===== src/agp_target_pkg.sv =====
// Shared constants and carrier types for the graphics port target block
package agp_target_pkg;

	// ********************************************************************
	// Command codes
	// ********************************************************************
	localparam logic [3:0] CMD_RD_LP     = 4'h0;
	localparam logic [3:0] CMD_RD_HP     = 4'h1;
	localparam logic [3:0] CMD_ISO_RD    = 4'h3;
	localparam logic [3:0] CMD_WR_LP     = 4'h4;
	localparam logic [3:0] CMD_WR_HP     = 4'h5;
	localparam logic [3:0] CMD_ISO_WR_UF = 4'h6;
	localparam logic [3:0] CMD_ISO_WR_F  = 4'h7;
	localparam logic [3:0] CMD_LRD_LP    = 4'h8;
	localparam logic [3:0] CMD_LRD_HP    = 4'h9;
	localparam logic [3:0] CMD_FLUSH     = 4'hA;
	localparam logic [3:0] CMD_FENCE     = 4'hC;
	localparam logic [3:0] CMD_ISO_ALIGN = 4'hE;

	// ********************************************************************
	// Status and command field positions
	// ********************************************************************
	localparam int STAT_MODE3_BIT  = 3;
	localparam int STAT_RATE8_BIT  = 1;
	localparam int CMD_RATE8_BIT   = 1;
	localparam logic [7:0] STAT_RST = 8'h00;

	// ********************************************************************
	// Timing and transfer sizes
	// ********************************************************************
	localparam int LAT_PCI66_CLKS = 16;
	localparam int LAT_STD_CLKS   = 8;
	localparam int BLOCK_CLKS     = 4;
	localparam int BYTES_8X       = 32;
	localparam int BYTES_4X       = 16;
	localparam int BYTES_1X       = 4;
	localparam int BLOCK_BYTES_8X = BLOCK_CLKS * BYTES_8X;

	// ********************************************************************
	// Decoded command kinds
	// ********************************************************************
	typedef enum logic [2:0] {
		KIND_NONE  = 3'h0,
		KIND_READ  = 3'h1,
		KIND_WRITE = 3'h2,
		KIND_FLUSH = 3'h3,
		KIND_FENCE = 3'h4,
		KIND_BAD   = 3'h5
	} cmd_kind_t;

	typedef struct packed {
		cmd_kind_t  kind;
		logic       high_prio;
		logic       long_read;
	} cmd_dec_t;

	// Request arriving from the port front end
	typedef struct packed {
		logic        valid;
		logic [3:0]  code;
		logic        pipelined;   // From pipelined or sideband request path
		logic [31:0] addr;
		logic        to_memory;   // Address falls in main memory
	} agp_req_t;

	// Request handed to memory
	typedef struct packed {
		logic        valid;
		logic        write;
		logic        high_prio;
		logic        long_read;
		logic        check_wbuf;
		logic        snoop;
		logic [31:0] addr;
	} mem_req_t;

endpackage


===== src/agp_cmd_decode.sv =====
// Command code decoder for both protocol sets of the graphics port
module agp_cmd_decode (
	// Command in
	input  wire logic [3:0]                 i_code,
	input  wire logic                       i_mode3,
	// Decoded command out
	output agp_target_pkg::cmd_dec_t        o_dec
);

	// Decode per active protocol set
	always_comb begin
		o_dec = '{kind: agp_target_pkg::KIND_BAD, high_prio: 1'b0,
			long_read: 1'b0};
		if (i_mode3) begin
			case (i_code)
				agp_target_pkg::CMD_RD_LP: o_dec.kind = agp_target_pkg::KIND_READ;
				agp_target_pkg::CMD_WR_LP: o_dec.kind = agp_target_pkg::KIND_WRITE;
				agp_target_pkg::CMD_FLUSH: o_dec.kind = agp_target_pkg::KIND_FLUSH;
				agp_target_pkg::CMD_FENCE: o_dec.kind = agp_target_pkg::KIND_FENCE;
				// Isochronous codes fall out as unsupported
				agp_target_pkg::CMD_ISO_RD,
				agp_target_pkg::CMD_ISO_WR_UF,
				agp_target_pkg::CMD_ISO_WR_F,
				agp_target_pkg::CMD_ISO_ALIGN: o_dec.kind = agp_target_pkg::KIND_BAD;
				default: o_dec.kind = agp_target_pkg::KIND_BAD;
			endcase
		end else begin
			case (i_code)
				agp_target_pkg::CMD_RD_LP: o_dec.kind = agp_target_pkg::KIND_READ;
				agp_target_pkg::CMD_RD_HP: begin
					o_dec.kind      = agp_target_pkg::KIND_READ;
					o_dec.high_prio = 1'b1;
				end
				agp_target_pkg::CMD_WR_LP: o_dec.kind = agp_target_pkg::KIND_WRITE;
				agp_target_pkg::CMD_WR_HP: begin
					o_dec.kind      = agp_target_pkg::KIND_WRITE;
					o_dec.high_prio = 1'b1;
				end
				agp_target_pkg::CMD_LRD_LP: begin
					o_dec.kind      = agp_target_pkg::KIND_READ;
					o_dec.long_read = 1'b1;
				end
				agp_target_pkg::CMD_LRD_HP: begin
					o_dec.kind      = agp_target_pkg::KIND_READ;
					o_dec.long_read = 1'b1;
					o_dec.high_prio = 1'b1;
				end
				agp_target_pkg::CMD_FLUSH: o_dec.kind = agp_target_pkg::KIND_FLUSH;
				agp_target_pkg::CMD_FENCE: o_dec.kind = agp_target_pkg::KIND_FENCE;
				default: o_dec.kind = agp_target_pkg::KIND_BAD;
			endcase
		end
	end

endmodule


===== src/agp_target_interface.sv =====
// Graphics port target: command routing, rate, fast writes, PCI-66 mode

module agp_target_interface #(
	parameter int ADDR_W = 32
) (
	// Clock and reset
	input  wire logic                    i_mclk,
	input  wire logic                    i_rst_b,
	// Straps and configuration
	input  wire logic                    i_pwrok,
	input  wire logic                    i_mode3_detect,
	input  wire logic [7:0]              i_cmd_reg,
	input  wire logic                    i_pci66_mode,
	// Enhanced and PCI requests from the card
	input  agp_target_pkg::agp_req_t     i_agp_req,
	input  agp_target_pkg::agp_req_t     i_pci_req,
	input  wire logic                    i_pci_req_grant,
	input  wire logic                    i_pci_data_rdy,
	// Hub side outbound traffic
	input  wire logic                    i_hub_wr_valid,
	input  wire logic [ADDR_W-1:0]       i_hub_wr_addr,
	input  wire logic                    i_hub_wr_is_mem,
	// Flow control
	input  wire logic                    i_throttle_req,
	// Outputs
	output agp_target_pkg::mem_req_t     o_mem_req,
	output logic [7:0]                   o_status,
	output logic [5:0]                   o_bytes_per_clk,
	output logic                         o_rate_err,
	output logic                         o_bad_cmd,
	output logic                         o_flush,
	output logic                         o_fence,
	output logic                         o_fw_start,
	output logic                         o_fw_agp_data,
	output logic                         o_throttled,
	output logic                         o_lat_timeout,
	output logic                         o_pci_gnt
);

	// ********************************************************************
	// Synchronisers for pin inputs
	// ********************************************************************
	logic [2:0] sync1_q;
	logic [2:0] sync2_q;

	// Only the second stage feeds logic
	always_ff @(posedge i_mclk or negedge i_rst_b) begin
		if (!i_rst_b) begin
			sync1_q <= 3'h0;
			sync2_q <= 3'h0;
		end else begin
			sync1_q <= {i_pwrok, i_mode3_detect, i_throttle_req};
			sync2_q <= sync1_q;
		end
	end

	logic pwrok_s;
	logic detect_s;
	logic throttle_s;
	assign pwrok_s    = sync2_q[2];
	assign detect_s   = sync2_q[1];
	assign throttle_s = sync2_q[0];

	// ********************************************************************
	// Strap capture and status
	// ********************************************************************
	logic       pwrok_q, pwrok_d;
	logic       strap_done_q, strap_done_d;
	logic [7:0] status_q, status_d;
	logic       rate8_q, rate8_d;
	logic       rate_set_q, rate_set_d;

	// Mode caught once at the rising power-good, never relatched
	always_comb begin
		pwrok_d      = pwrok_s;
		strap_done_d = strap_done_q;
		status_d     = status_q;
		rate8_d      = rate8_q;
		rate_set_d   = rate_set_q;
		if (pwrok_s && !pwrok_q && !strap_done_q) begin
			strap_done_d = 1'b1;
			status_d[agp_target_pkg::STAT_MODE3_BIT] = detect_s;
			status_d[agp_target_pkg::STAT_RATE8_BIT] = detect_s;
		end
		// Rate taken once; later changes are ignored
		if (strap_done_q && !rate_set_q) begin
			rate_set_d = 1'b1;
			rate8_d    = i_cmd_reg[agp_target_pkg::CMD_RATE8_BIT];
		end
	end

	always_ff @(posedge i_mclk or negedge i_rst_b) begin
		if (!i_rst_b) begin
			pwrok_q      <= 1'b0;
			strap_done_q <= 1'b0;
			status_q     <= agp_target_pkg::STAT_RST;
			rate8_q      <= 1'b0;
			rate_set_q   <= 1'b0;
		end else begin
			pwrok_q      <= pwrok_d;
			strap_done_q <= strap_done_d;
			status_q     <= status_d;
			rate8_q      <= rate8_d;
			rate_set_q   <= rate_set_d;
		end
	end

	logic mode3;
	assign mode3 = status_q[agp_target_pkg::STAT_MODE3_BIT];

	// ********************************************************************
	// Command decode
	// ********************************************************************
	agp_target_pkg::cmd_dec_t dec;

	agp_cmd_decode u_dec (
		.i_code  (i_agp_req.code),
		.i_mode3 (mode3),
		.o_dec   (dec)
	);

	// ********************************************************************
	// Data rate and throttle block counter
	// ********************************************************************
	logic [5:0] bpc_q, bpc_d;
	logic       rate_err_q, rate_err_d;
	logic [1:0] blk_q, blk_d;
	logic       thr_q, thr_d;

	// 8X only legal in 3.0 mode; 2X never offered
	always_comb begin
		bpc_d      = bpc_q;
		rate_err_d = rate_err_q;
		if (rate_set_q) begin
			if (rate8_q && mode3) begin
				bpc_d = 6'(agp_target_pkg::BYTES_8X);
			end else if (mode3 || !i_pci66_mode) begin
				bpc_d = 6'(agp_target_pkg::BYTES_4X);
			end else begin
				bpc_d = 6'(agp_target_pkg::BYTES_1X);
			end
			rate_err_d = rate8_q && !mode3;
		end
		// Throttle honoured only as a block closes
		blk_d = blk_q + 2'h1;
		thr_d = thr_q;
		if (blk_q == 2'(agp_target_pkg::BLOCK_CLKS - 1)) begin
			thr_d = throttle_s;
		end
	end

	always_ff @(posedge i_mclk or negedge i_rst_b) begin
		if (!i_rst_b) begin
			bpc_q      <= 6'h00;
			rate_err_q <= 1'b0;
			blk_q      <= 2'h0;
			thr_q      <= 1'b0;
		end else begin
			bpc_q      <= bpc_d;
			rate_err_q <= rate_err_d;
			blk_q      <= blk_d;
			thr_q      <= thr_d;
		end
	end

	// ********************************************************************
	// Request routing
	// ********************************************************************
	agp_target_pkg::mem_req_t mreq_q, mreq_d;
	logic bad_q, bad_d;
	logic flush_q, flush_d;
	logic fence_q, fence_d;
	logic gnt_q, gnt_d;
	logic pci_turn_q, pci_turn_d;

	// Both request kinds served, alternating when both wait
	always_comb begin
		mreq_d     = '0;
		bad_d      = 1'b0;
		flush_d    = 1'b0;
		fence_d    = 1'b0;
		pci_turn_d = pci_turn_q;
		// Single agent: grant follows its own request in PCI-66 mode only, else held low
		gnt_d = i_pci66_mode ? i_pci_req.valid : 1'b0;
		if (!thr_q) begin
			if (i_agp_req.valid && (!i_pci_req.valid || !pci_turn_q)) begin
				pci_turn_d = 1'b1;
				case (dec.kind)
					agp_target_pkg::KIND_READ,
					agp_target_pkg::KIND_WRITE: begin
						if (i_agp_req.to_memory) begin
							mreq_d.valid = 1'b1;
							mreq_d.write =
								dec.kind == agp_target_pkg::KIND_WRITE;
							// No ordering hazard logic on priority
							mreq_d.high_prio = dec.high_prio;
							mreq_d.long_read = dec.long_read;
							mreq_d.check_wbuf = i_agp_req.pipelined;
							mreq_d.addr = i_agp_req.addr;
						end else begin
							bad_d = 1'b1;
						end
					end
					agp_target_pkg::KIND_FLUSH: flush_d = 1'b1;
					agp_target_pkg::KIND_FENCE: fence_d = 1'b1;
					default: bad_d = 1'b1;
				endcase
			end else if (i_pci_req.valid && i_pci_req.to_memory) begin
				pci_turn_d = 1'b0;
				mreq_d.valid = 1'b1;
				mreq_d.write = i_pci_req.code[0];
				mreq_d.snoop = 1'b1;
				mreq_d.addr  = i_pci_req.addr;
			end
		end
	end

	always_ff @(posedge i_mclk or negedge i_rst_b) begin
		if (!i_rst_b) begin
			mreq_q     <= '0;
			bad_q      <= 1'b0;
			flush_q    <= 1'b0;
			fence_q    <= 1'b0;
			gnt_q      <= 1'b0;
			pci_turn_q <= 1'b0;
		end else begin
			mreq_q     <= mreq_d;
			bad_q      <= bad_d;
			flush_q    <= flush_d;
			fence_q    <= fence_d;
			gnt_q      <= gnt_d;
			pci_turn_q <= pci_turn_d;
		end
	end

	// ********************************************************************
	// Outbound fast writes and latency timer
	// ********************************************************************
	logic       fw_q, fw_d;
	logic       fw_agp_q, fw_agp_d;
	logic [4:0] lat_q, lat_d;
	logic       lat_to_q, lat_to_d;
	logic [4:0] lat_lim;

	// Limit doubles in PCI-66 use
	assign lat_lim = i_pci66_mode ? 5'(agp_target_pkg::LAT_PCI66_CLKS)
		: 5'(agp_target_pkg::LAT_STD_CLKS);

	// Device initiates plain PCI writes only; no lock, no error pins
	always_comb begin
		fw_d     = 1'b0;
		fw_agp_d = 1'b0;
		if (i_hub_wr_valid && i_hub_wr_is_mem && !thr_q) begin
			fw_d     = 1'b1;
			fw_agp_d = bpc_q != 6'(agp_target_pkg::BYTES_1X) &&
				bpc_q != 6'h00;
		end
		lat_d    = lat_q;
		lat_to_d = 1'b0;
		if (!i_pci_req_grant || i_pci_data_rdy) begin
			lat_d = 5'h00;
		end else if (lat_q == lat_lim - 5'h01) begin
			lat_d    = 5'h00;
			lat_to_d = 1'b1;
		end else begin
			lat_d = lat_q + 5'h01;
		end
	end

	always_ff @(posedge i_mclk or negedge i_rst_b) begin
		if (!i_rst_b) begin
			fw_q     <= 1'b0;
			fw_agp_q <= 1'b0;
			lat_q    <= 5'h00;
			lat_to_q <= 1'b0;
		end else begin
			fw_q     <= fw_d;
			fw_agp_q <= fw_agp_d;
			lat_q    <= lat_d;
			lat_to_q <= lat_to_d;
		end
	end

	// ********************************************************************
	// Outputs, all straight from flops
	// ********************************************************************
	assign o_mem_req       = mreq_q;
	assign o_status        = status_q;
	assign o_bytes_per_clk = bpc_q;
	assign o_rate_err      = rate_err_q;
	assign o_bad_cmd       = bad_q;
	assign o_flush         = flush_q;
	assign o_fence         = fence_q;
	assign o_fw_start      = fw_q;
	assign o_fw_agp_data   = fw_agp_q;
	assign o_throttled     = thr_q;
	assign o_lat_timeout   = lat_to_q;
	assign o_pci_gnt       = gnt_q;

endmodule


===== config.mk =====
export PLATFORM = sky130hd
export DESIGN_NAME = agp_target_interface
export DESIGN_NICKNAME = d
export VERILOG_FILES = /design/src/agp_target_pkg.sv /design/src/agp_cmd_decode.sv /design/src/agp_target_interface.sv
export SDC_FILE = /design/constraint.sdc
export NUM_CORES = 1
export LEC_CHECK = 0
export ABC_AREA = 1
export BUFFER_PORTS_ARGS = -buffer_cell sky130_fd_sc_hd__clkbuf_2
export CORE_ASPECT_RATIO = 0.7
export CORE_UTILIZATION = 42
export CTS_CLUSTER_DIAMETER = 120
export DETAILED_ROUTE_END_ITERATION = 6
export GPL_ROUTABILITY_DRIVEN = 0
export PLACE_DENSITY = 0.8
export RECOVER_POWER = 25
export SETUP_SLACK_MARGIN = 0.1
export SLEW_MARGIN = 5
export SYNTH_ARGS = -nofsm -noshare
export SYNTH_HDL_FRONTEND = slang
export SYNTH_SLANG_ARGS = --single-unit

===== constraint.sdc =====
create_clock -name i_mclk -period 1.56 [get_ports i_mclk]
set_input_delay 0.312 -clock i_mclk [delete_from_list [all_inputs] [get_ports i_mclk]]
set_output_delay 0.312 -clock i_mclk [all_outputs]
set_load 0.01 [all_outputs]

==> run metrics, run 1 <==
Layout Utilization 60.8%; port buffer count 136; starting density of the core 45.1%; post-synthesis cell count 292; cell row count 24; CP max stage delay 0.51 ns; post-synth top area share 59.3%; share of the yosys chip area belonging to registers 59.3%; hold_ws 0.0908 ns; Min-Delay Path Depth 1; FMAX 744 MHz; total grt overflow 0; HP Class input port to flop; Int Pwr 3110 uW; worst-case reg-to-reg path depth 5; yosys warns 0; mean post-synth cell area 9.97 um^2; post-synthesis cell area 2910 um^2; DRT Pass-1 Iters 4; Nets 566; Post-synth EDFFs 0; layout cell share with drive strength beyond 1 44.0%; critical path capture point type primary output; CTS clk-pin slew, worst paths 0.08 ns; Area Growth Syn to Fin 35.0%; fillers 570; Synth Flop Type dfrtp_1; Crit. path cell count 1; Inserted Clock Buffers 9; HP Start i_pwrok; top post-synthesis cells by area dfrtp_1 (59%), nand2_1 (12%), o21ai_2 (7.5%); # DRC 0; Clock Tree Root clkbuf_8; final hold violations 0; remaining antenna violation count 0; first-pass GRT wire length 10400 um; delay-heaviest family, CP flip-flops; Wirelength per Cell 11.9 um; number of vias per cell 4.64; Final setup viols 0; outcome completed; Synth top cells by count nand2_1 (92), dfrtp_1 (69), o21ai_2 (25); Power per Cell Area 1070 nW/um^2; MaxCap Viol Count 0; Seq pwr share 46.5%; combinational power share 15.8%; maximum vdd drop 698 uV; Yosys top cell by area dfrtp_1; core area 6460 um^2; Sw Share 25.9%; die area 7270 um^2; Critical Path AT 1.03 ns; clk_skew 0.0112 ns; # diodes 0; RR Startpoint o_status[1]; Worst EP required 1.25 ns; die width 101 um; final-report max-slew violation count 0; Detail Placement HPWL 4880 um; CP cell instances clkbuf_2; Hold Path Sink sync1_q[2]; most frequent cell after synthesis nand2_1; CTS sink cnt 69; number of global-route vias before repair 2390; r2r setup slk 0.30 ns; DR vias 2468; Final min period 1.34 ns; die height 71.6 um; number of DRC markers in iteration 0 51; Overall Power 4200 uW; Critical path buffers and inverters 1; RSZ-0062 raised after global routing false; largest net degree at the start of global routing 38; Clk pwr share 37.7%; Switch Pwr 1090 uW; I/O pins 189; final period utilization 86.1%; CTS H-tree depth 3; clk buf depth 2; register bit total from synthesis 69; total negative slack 0 ns; routed wire length 6310 um; initial antenna violation count 0; Synth cell types 32; startpoint types flop; CTS tree yes; Crit-path slowest cell dfrtp_1; ys async rst share 100%; latest clock arrival within the worst-skew pair 0.33 ns; leakage 0.00212 uW; worst r2r dst o_mem_req[25]; crit-path max FO 6; GRT Util Overall 18.8%; Crit Path Class flop to primary output
-- cell type report --
type	count	area [um^2]	area share [%]
Clock inverter	5	82.6	2.10
Sequential cell	69	1730	44.0
Clock buffer	11	141	3.60
Timing Repair Buffer	145	802	20.4
Inverter	17	63.8	1.62
Multi-Input combinational cell	194	996	25.4
Tap cell	91	114	2.90
-- metrics by stage --
stage | setup slack [ns] | instance area (um^2) | instances
after CTS | 0.178 | 3940 | 532
after floorplan | 0.273 | 2940 | 300
final | 0.216 | 3930 | 532
after global routing | 0.152 | 3930 | 532
after global placement | 0.115 | 3710 | 515
after detailed placement | 0.0463 | 3710 | 515
-- layer usage --
metal	track usage (%)	part of all wire, %	vias up
met1	21.8	40	1154
met5	0	0	-
met2	32.9	51	100
met4	5.64	1.2	0
li1	-	-	1204
met3	6.54	7.5	10
-- power by group through the flow --
stage	clock network [uW]	logic, uW	registers, uW
detailed placement	0	677	1990
CTS	1650	680	1950
finish	1590	662	1960
global placement	0	660	1980
global route	1730	739	1970
floorplan	0	356	2010
-- cells by family after synthesis --
kind of cell    share of synthesized area (%)
compound gates                           11.9
buf+inv                                  7.48
other cells                             0.129
xor+xnor                                0.903
flops                                    59.3
fa+ha+maj                               0.860
simple gates                             19.4
-- worst reg2reg max path, cell delays in order (launching register included) --
cell,delay (ns)
dfrtp_2,0.47
inv_1,0.16
nand2_1,0.12
nand3_4,0.11
buf_4,0.19
o21ai_0,0.10
-- how the worst max path moves through the flow --
stage / from / slack, ns / end
finish: o_throttled / 0.22 / o_throttled
global route: o_throttled / 0.15 / o_throttled
CTS: o_status[1] / 0.18 / o_mem_req[25]
detailed placement: i_agp_req[36] / 0.05 / o_mem_req[25]
global placement: i_agp_req[35] / 0.11 / o_mem_req[25]
floorplan: o_throttled / 0.27 / o_mem_req[10]
-- flip-flops by register name (all words and copies together), names as in the netlist --
signal / cells
lat_q: 5
o_bad_cmd: 1
pci_turn_q: 1
rate8_q: 1
pwrok_q: 1
o_bytes_per_clk: 3
o_fw_start: 1
sync1_q: 3
o_pci_gnt: 1
rate_set_q: 1
o_rate_err: 1
strap_done_q: 1
o_flush: 1
o_fence: 1
o_mem_req: 38
o_fw_agp_data: 1
o_lat_timeout: 1
o_throttled: 1
o_status: 1
blk_q: 2
sync2_q: 3
-- placed cells by master, fill, tap and decap left out, types with 2 or more instances in the layout --
| master | Yosys | final |
|---|---|---|
| o21ai_0 | 13 | 13 |
| buf_12 | 1 | 4 |
| ha_1 | 2 | 2 |
| buf_4 | 11 | 4 |
| clkbuf_1 | 1 | 2 |
| o21ai_2 | 25 | 25 |
| inv_2 | 2 | 2 |
| dfrtp_1 | 69 | 68 |
| clkbuf_2 | 0 | 134 |
| xor2_1 | 2 | 2 |
| bufinv_16 | 0 | 2 |
| clkbuf_8 | 0 | 10 |
| nor2_2 | 3 | 3 |
| nand3_1 | 11 | 11 |
| nor3_1 | 2 | 2 |
| inv_1 | 15 | 15 |
| nand2_1 | 92 | 92 |
| nor2_1 | 19 | 19 |
| conb_1 | 1 | 9 |
| a21oi_1 | 3 | 3 |
-- timing repair --
| item | CTS | global route |
|---|---|---|
| setup buffers | 0 | 0 |
| gates resized for setup | 0 | 1 |
| hold endpoints to repair | 11 | 0 |
| hold buffers | 1 | 0 |
| endpoints found under the setup margin | 0 | 1 |
Note: power is estimated with default switching activity, not from simulation.
==> run 2: changes to the inputs <==
--- a/config.mk
+++ b/config.mk
@@ -9,6 +9,7 @@
 export BUFFER_PORTS_ARGS = -buffer_cell sky130_fd_sc_hd__clkbuf_2
 export CORE_ASPECT_RATIO = 0.7
 export CORE_UTILIZATION = 42
+export CTS_BUF_LIST = sky130_fd_sc_hd__clkbuf_16
 export CTS_CLUSTER_DIAMETER = 120
 export DETAILED_ROUTE_END_ITERATION = 6
 export GPL_ROUTABILITY_DRIVEN = 0
==> run metrics, run 2 (same netlist as run 1, synthesis figures left out) <==
first-pass GRT wire length 10600 um; starting density of the core 45.1%; Detail Placement HPWL 4880 um; commonest non-fill, non-tap cells in the layout clkbuf_2 (134), nand2_1 (92), dfrtp_1 (68); latest clock arrival within the worst-skew pair 0.32 ns; total negative slack 0 ns; # diodes 0; # DRC 0; leakage 0.00217 uW; maximum vdd drop 652 uV; Crit-path slowest cell dfrtp_1; initial antenna violation count 0; Worst EP required 1.25 ns; DR vias 2457; commonest non-fill, non-tap cell in the layout clkbuf_2; max FFs per register 38; Critical Path AT 1.02 ns; Critical path buffers and inverters 1; GRT Util Overall 19.1%; Inserted Clock Buffers 9; crit-path max FO 6; post-CTS setup buffer count 0; routed wire length 6370 um; final-report max-slew violation count 0; Final min period 1.33 ns; CP cell instances clkbuf_2; HP Class input port to flop; outcome completed; die width 101 um; port buffer count 136; CTS tree yes; number of vias per cell 4.62; Wirelength per Cell 12.0 um; CP max stage delay 0.51 ns; clk_skew 0.00753 ns; CTS sink cnt 69; final hold violations 0; Nets 566; Power per Cell Area 1170 nW/um^2; die height 71.6 um; core area 6460 um^2; total grt overflow 0; cell row count 24; CTS H-tree depth 3; number of global-route vias before repair 2401; critical path capture point type primary output; Area Growth Syn to Fin 38.1%; die area 7270 um^2; DRT Pass-1 Iters 4; Layout Utilization 62.2%; RSZ-0062 raised after global routing false; MaxCap Viol Count 0; layout cell share with drive strength beyond 1 43.8%; Crit Path Class flop to primary output; clk buf depth 2; Clock Tree Root clkbuf_16; remaining antenna violation count 0; I/O pins 189; number of DRC markers in iteration 0 44; FMAX 752 MHz; delay-heaviest family, CP flip-flops; startpoint types flop; Final setup viols 0; CTS clk-pin slew, worst paths 0.06 ns; largest net degree at the start of global routing 38; hold_ws 0.0980 ns; final period utilization 85.2%
==> run 2: cell types whose count changed in the layout (fill, tap and decap cells not counted), sizes merged <==
cell | before | now
clkbuf | 147 | 145
inv | 18 | 19
clkinv | 2 | 3
==> run 2: metrics by stage <==
step                      setup WS [ns]  cell area [um^2]  instances  total power [uW]
after global routing              0.182              4020        532              4950
after global placement            0.115              3710        515              2640
after floorplan                   0.273              2940        300              2370
after detailed placement         0.0463              3710        515              2670
final                             0.230              4020        532              4720
after CTS                         0.171              4030        532              4800
==> run 2: worst reg2reg max path, cell delays in order (launching register included) <==
cell and delay, ns:
dfrtp_2 0.46, inv_1 0.17, nand2_1 0.11, nand3_4 0.10, buf_4 0.19, o21ai_0 0.10
==> run 2: path summary, 6_finish.rpt <==
kind,from,to,slack [ns],cells past startpoint
max,o_throttled,o_throttled,0.23,1
min,i_pwrok,sync1_q[2],0.1,1
max reg2reg,o_status[1],o_mem_req[25],0.30,5
min reg2reg,sync1_q[1],sync2_q[1],0.34,0
max in group asynchronous,i_rst_b,o_status[1],0.43,3
min in group asynchronous,i_rst_b,sync2_q[0],0.37,2
==> run 2: what timing repair did <==
action                                  CTS  global route
gates resized for setup                   0             1
hold endpoints to repair                 11             0
hold buffers                              1             0
endpoints found under the setup margin    0             1
==> run 2: report_power, final <==
| part | switching, uW | internal (uW) | total, uW | leakage (uW) |
|---|---|---|---|---|
| Combinational | 391 | 273 | 665 | 0.00110 |
| Sequential | 65.3 | 1890 | 1960 | 0.000906 |
| Clock | 702 | 1390 | 2090 | 0.000159 |
==> run 2: area by class of cell <==
type / count / area, um^2
inverters: 17 / 63.8
clock buffers: 9 / 225
fillers: 563 / 2440
well taps: 91 / 114
repair buffers: 145 / 802
clock inverters: 7 / 90.1
multi-input cells: 194 / 996
flip-flops and latches: 69 / 1730
==> run 2: per-layer routing <==
layer	up-vias	global-route usage [%]	share of wire (%)
li1	1204	-	-
met1	1158	22.2	42
met2	86	33.0	51
met3	9	6.54	6.1
met4	0	6.60	0.86
met5	-	0	0
==> run 3: changes to the inputs <==
==> constraint.sdc (replaced) <==
create_clock -name i_mclk -period 1.56 [get_ports i_mclk]
set_input_delay 0.078 -clock i_mclk [delete_from_list [all_inputs] [get_ports i_mclk]]
set_output_delay 0.078 -clock i_mclk [all_outputs]
set_load 0.01 [all_outputs]
==> run metrics, run 3 (same netlist as run 1, synthesis figures left out) <==
Area Growth Syn to Fin 62.5%; initial antenna violation count 0; starting density of the core 45.1%; routed wire length 8250 um; DR vias 2746; layout cell share with drive strength beyond 1 38.1%; GRT met3 Usage 6.44%; clk_skew 0.00619 ns; Min-Delay Path Depth 3; HP Class input port to flop; Inserted Clock Buffers 9; Final min period 1.28 ns; Crit Path Class flop to flop; die height 71.6 um; maximum vdd drop 682 uV; CTS H-tree depth 3; first-pass GRT wire length 13200 um; leakage 0.00246 uW; DRT Pass-1 Iters 5; commonest non-fill, non-tap cells in the layout clkbuf_2 (135), nand2_1 (92), dfrtp_1 (68), dlygate4sd3_1 (68), o21ai_2 (25); Final setup viols 0; CP max stage delay 0.36 ns; Wirelength per Cell 13.8 um; RSZ-0062 raised after global routing false; cell row count 24; crit-path max FO 34; latest clock arrival within the worst-skew pair 0.32 ns; port buffer count 136; HP Start i_cmd_reg[1]; die area 7270 um^2; # diodes 0; Detail Placement HPWL 4840 um; CP cell instances nand2_1 -> nand2_1 -> inv_2 -> nor3_4 -> buf_12 -> nand2_1 -> o21ai_2; commonest non-fill, non-tap cell in the layout clkbuf_2; Worst-Margin Slew 0.758 ns; Critical path buffers and inverters 2; global-route met1 utilization 25.0%; FMAX 781 MHz; startpoint types flop; remaining antenna violation count 0; Nets 632; Worst EP required 1.80 ns; total negative slack 0 ns; max FFs per register 38; delay-heaviest family, CP simple AND/OR/NAND/NOR gates; GRT met2 Usage 45.7%; Power per Cell Area 1070 nW/um^2; final-report max-slew violation count 0; CTS sink cnt 69; number of DRC markers in iteration 0 75; RR Startpoint pci_turn_q; Critical Path AT 1.52 ns; total grt overflow 0; Slew headroom 49.5%; GRT Util Overall 24.1%; Crit-path slowest cell dfrtp_1; largest net degree at the start of global routing 42; core area 6460 um^2; die width 101 um; critical path capture point type flop; final period utilization 82.1%; CTS clk-pin slew, worst paths 0.05 ns; gr busiest metal met2; number of vias per cell 4.59; final hold violations 0; clk buf depth 2; Layout Utilization 73.3%; Clock Tree Root clkbuf_16; worst r2r dst o_mem_req[2]; CTS tree yes; I/O pins 189; worst-case reg-to-reg path depth 7; most used cell, CP nand2_1; MaxCap Viol Count 0; # DRC 0; number of global-route vias before repair 2899; Hold Path Sink rate8_q; outcome completed; r2r setup slk 0.28 ns
==> run 3: report_power, final <==
group | internal (uW) | total (uW) | switching, uW
Combinational | 404 | 842 | 439
Clock | 1550 | 2260 | 710
Sequential | 1890 | 1960 | 68.0
==> run 3: worst max-delay path by stage <==
stage / from / slack [ns] / cells past startpoint / to
2_1_floorplan: o_throttled / 0.27 / 4 / o_mem_req[10]
3_3_place_gp: o_status[1] / 0.19 / 5 / o_mem_req[31]
3_5_place_dp: o_status[1] / 0.12 / 5 / o_mem_req[26]
4_1_cts: o_status[1] / 0.12 / 5 / o_mem_req[26]
5_1_grt: pci_turn_q / 0.20 / 7 / o_mem_req[25]
6_report: pci_turn_q / 0.28 / 7 / o_mem_req[2]
==> run 3: final cells by class <==
cell class / count / area [um^2]
clock buffer: 9 / 225
clock inverter: 7 / 115
fill: 445 / 1730
inverter: 17 / 63.8
multi-input combinational: 194 / 996
sequential: 69 / 1730
tap: 91 / 114
timing repair buffer: 211 / 1490
==> run 3: worst reg2reg max path, stage by stage (launching register included) <==
cell,delay [ns]
dfrtp_1,0.36
nand2_1,0.06
nand2_1,0.10
inv_2,0.10
nor3_4,0.16
buf_12,0.22
nand2_1,0.12
o21ai_2,0.08
==> run 3: timing repair <==
action	in CTS	in global routing
hold buffers	68	0
endpoints found under the setup margin	0	12
hold endpoints to repair	67	0
gates resized for setup	0	1
buffers inserted	0	1
==> run 3: metrics by stage <==
step	total power (uW)	area, um^2	instances	setup WS [ns]	hold slack, ns
after floorplan	2370	2940	300	0.273	-0.218
after global placement	2650	3690	513	0.188	0.0256
after detailed placement	2670	3690	513	0.115	0.0323
after CTS	5110	4710	597	0.121	0.000647
after global routing	5290	4730	598	0.197	0.00319
final	5070	4730	598	0.280	0.00848
==> run 3: per-layer routing <==
layer / wire length (um) / up-vias
li1: - / 1331
met5: 0 / -
met2: 4340 / 110
met3: 492 / 23
met1: 3190 / 1282
met4: 228 / 0
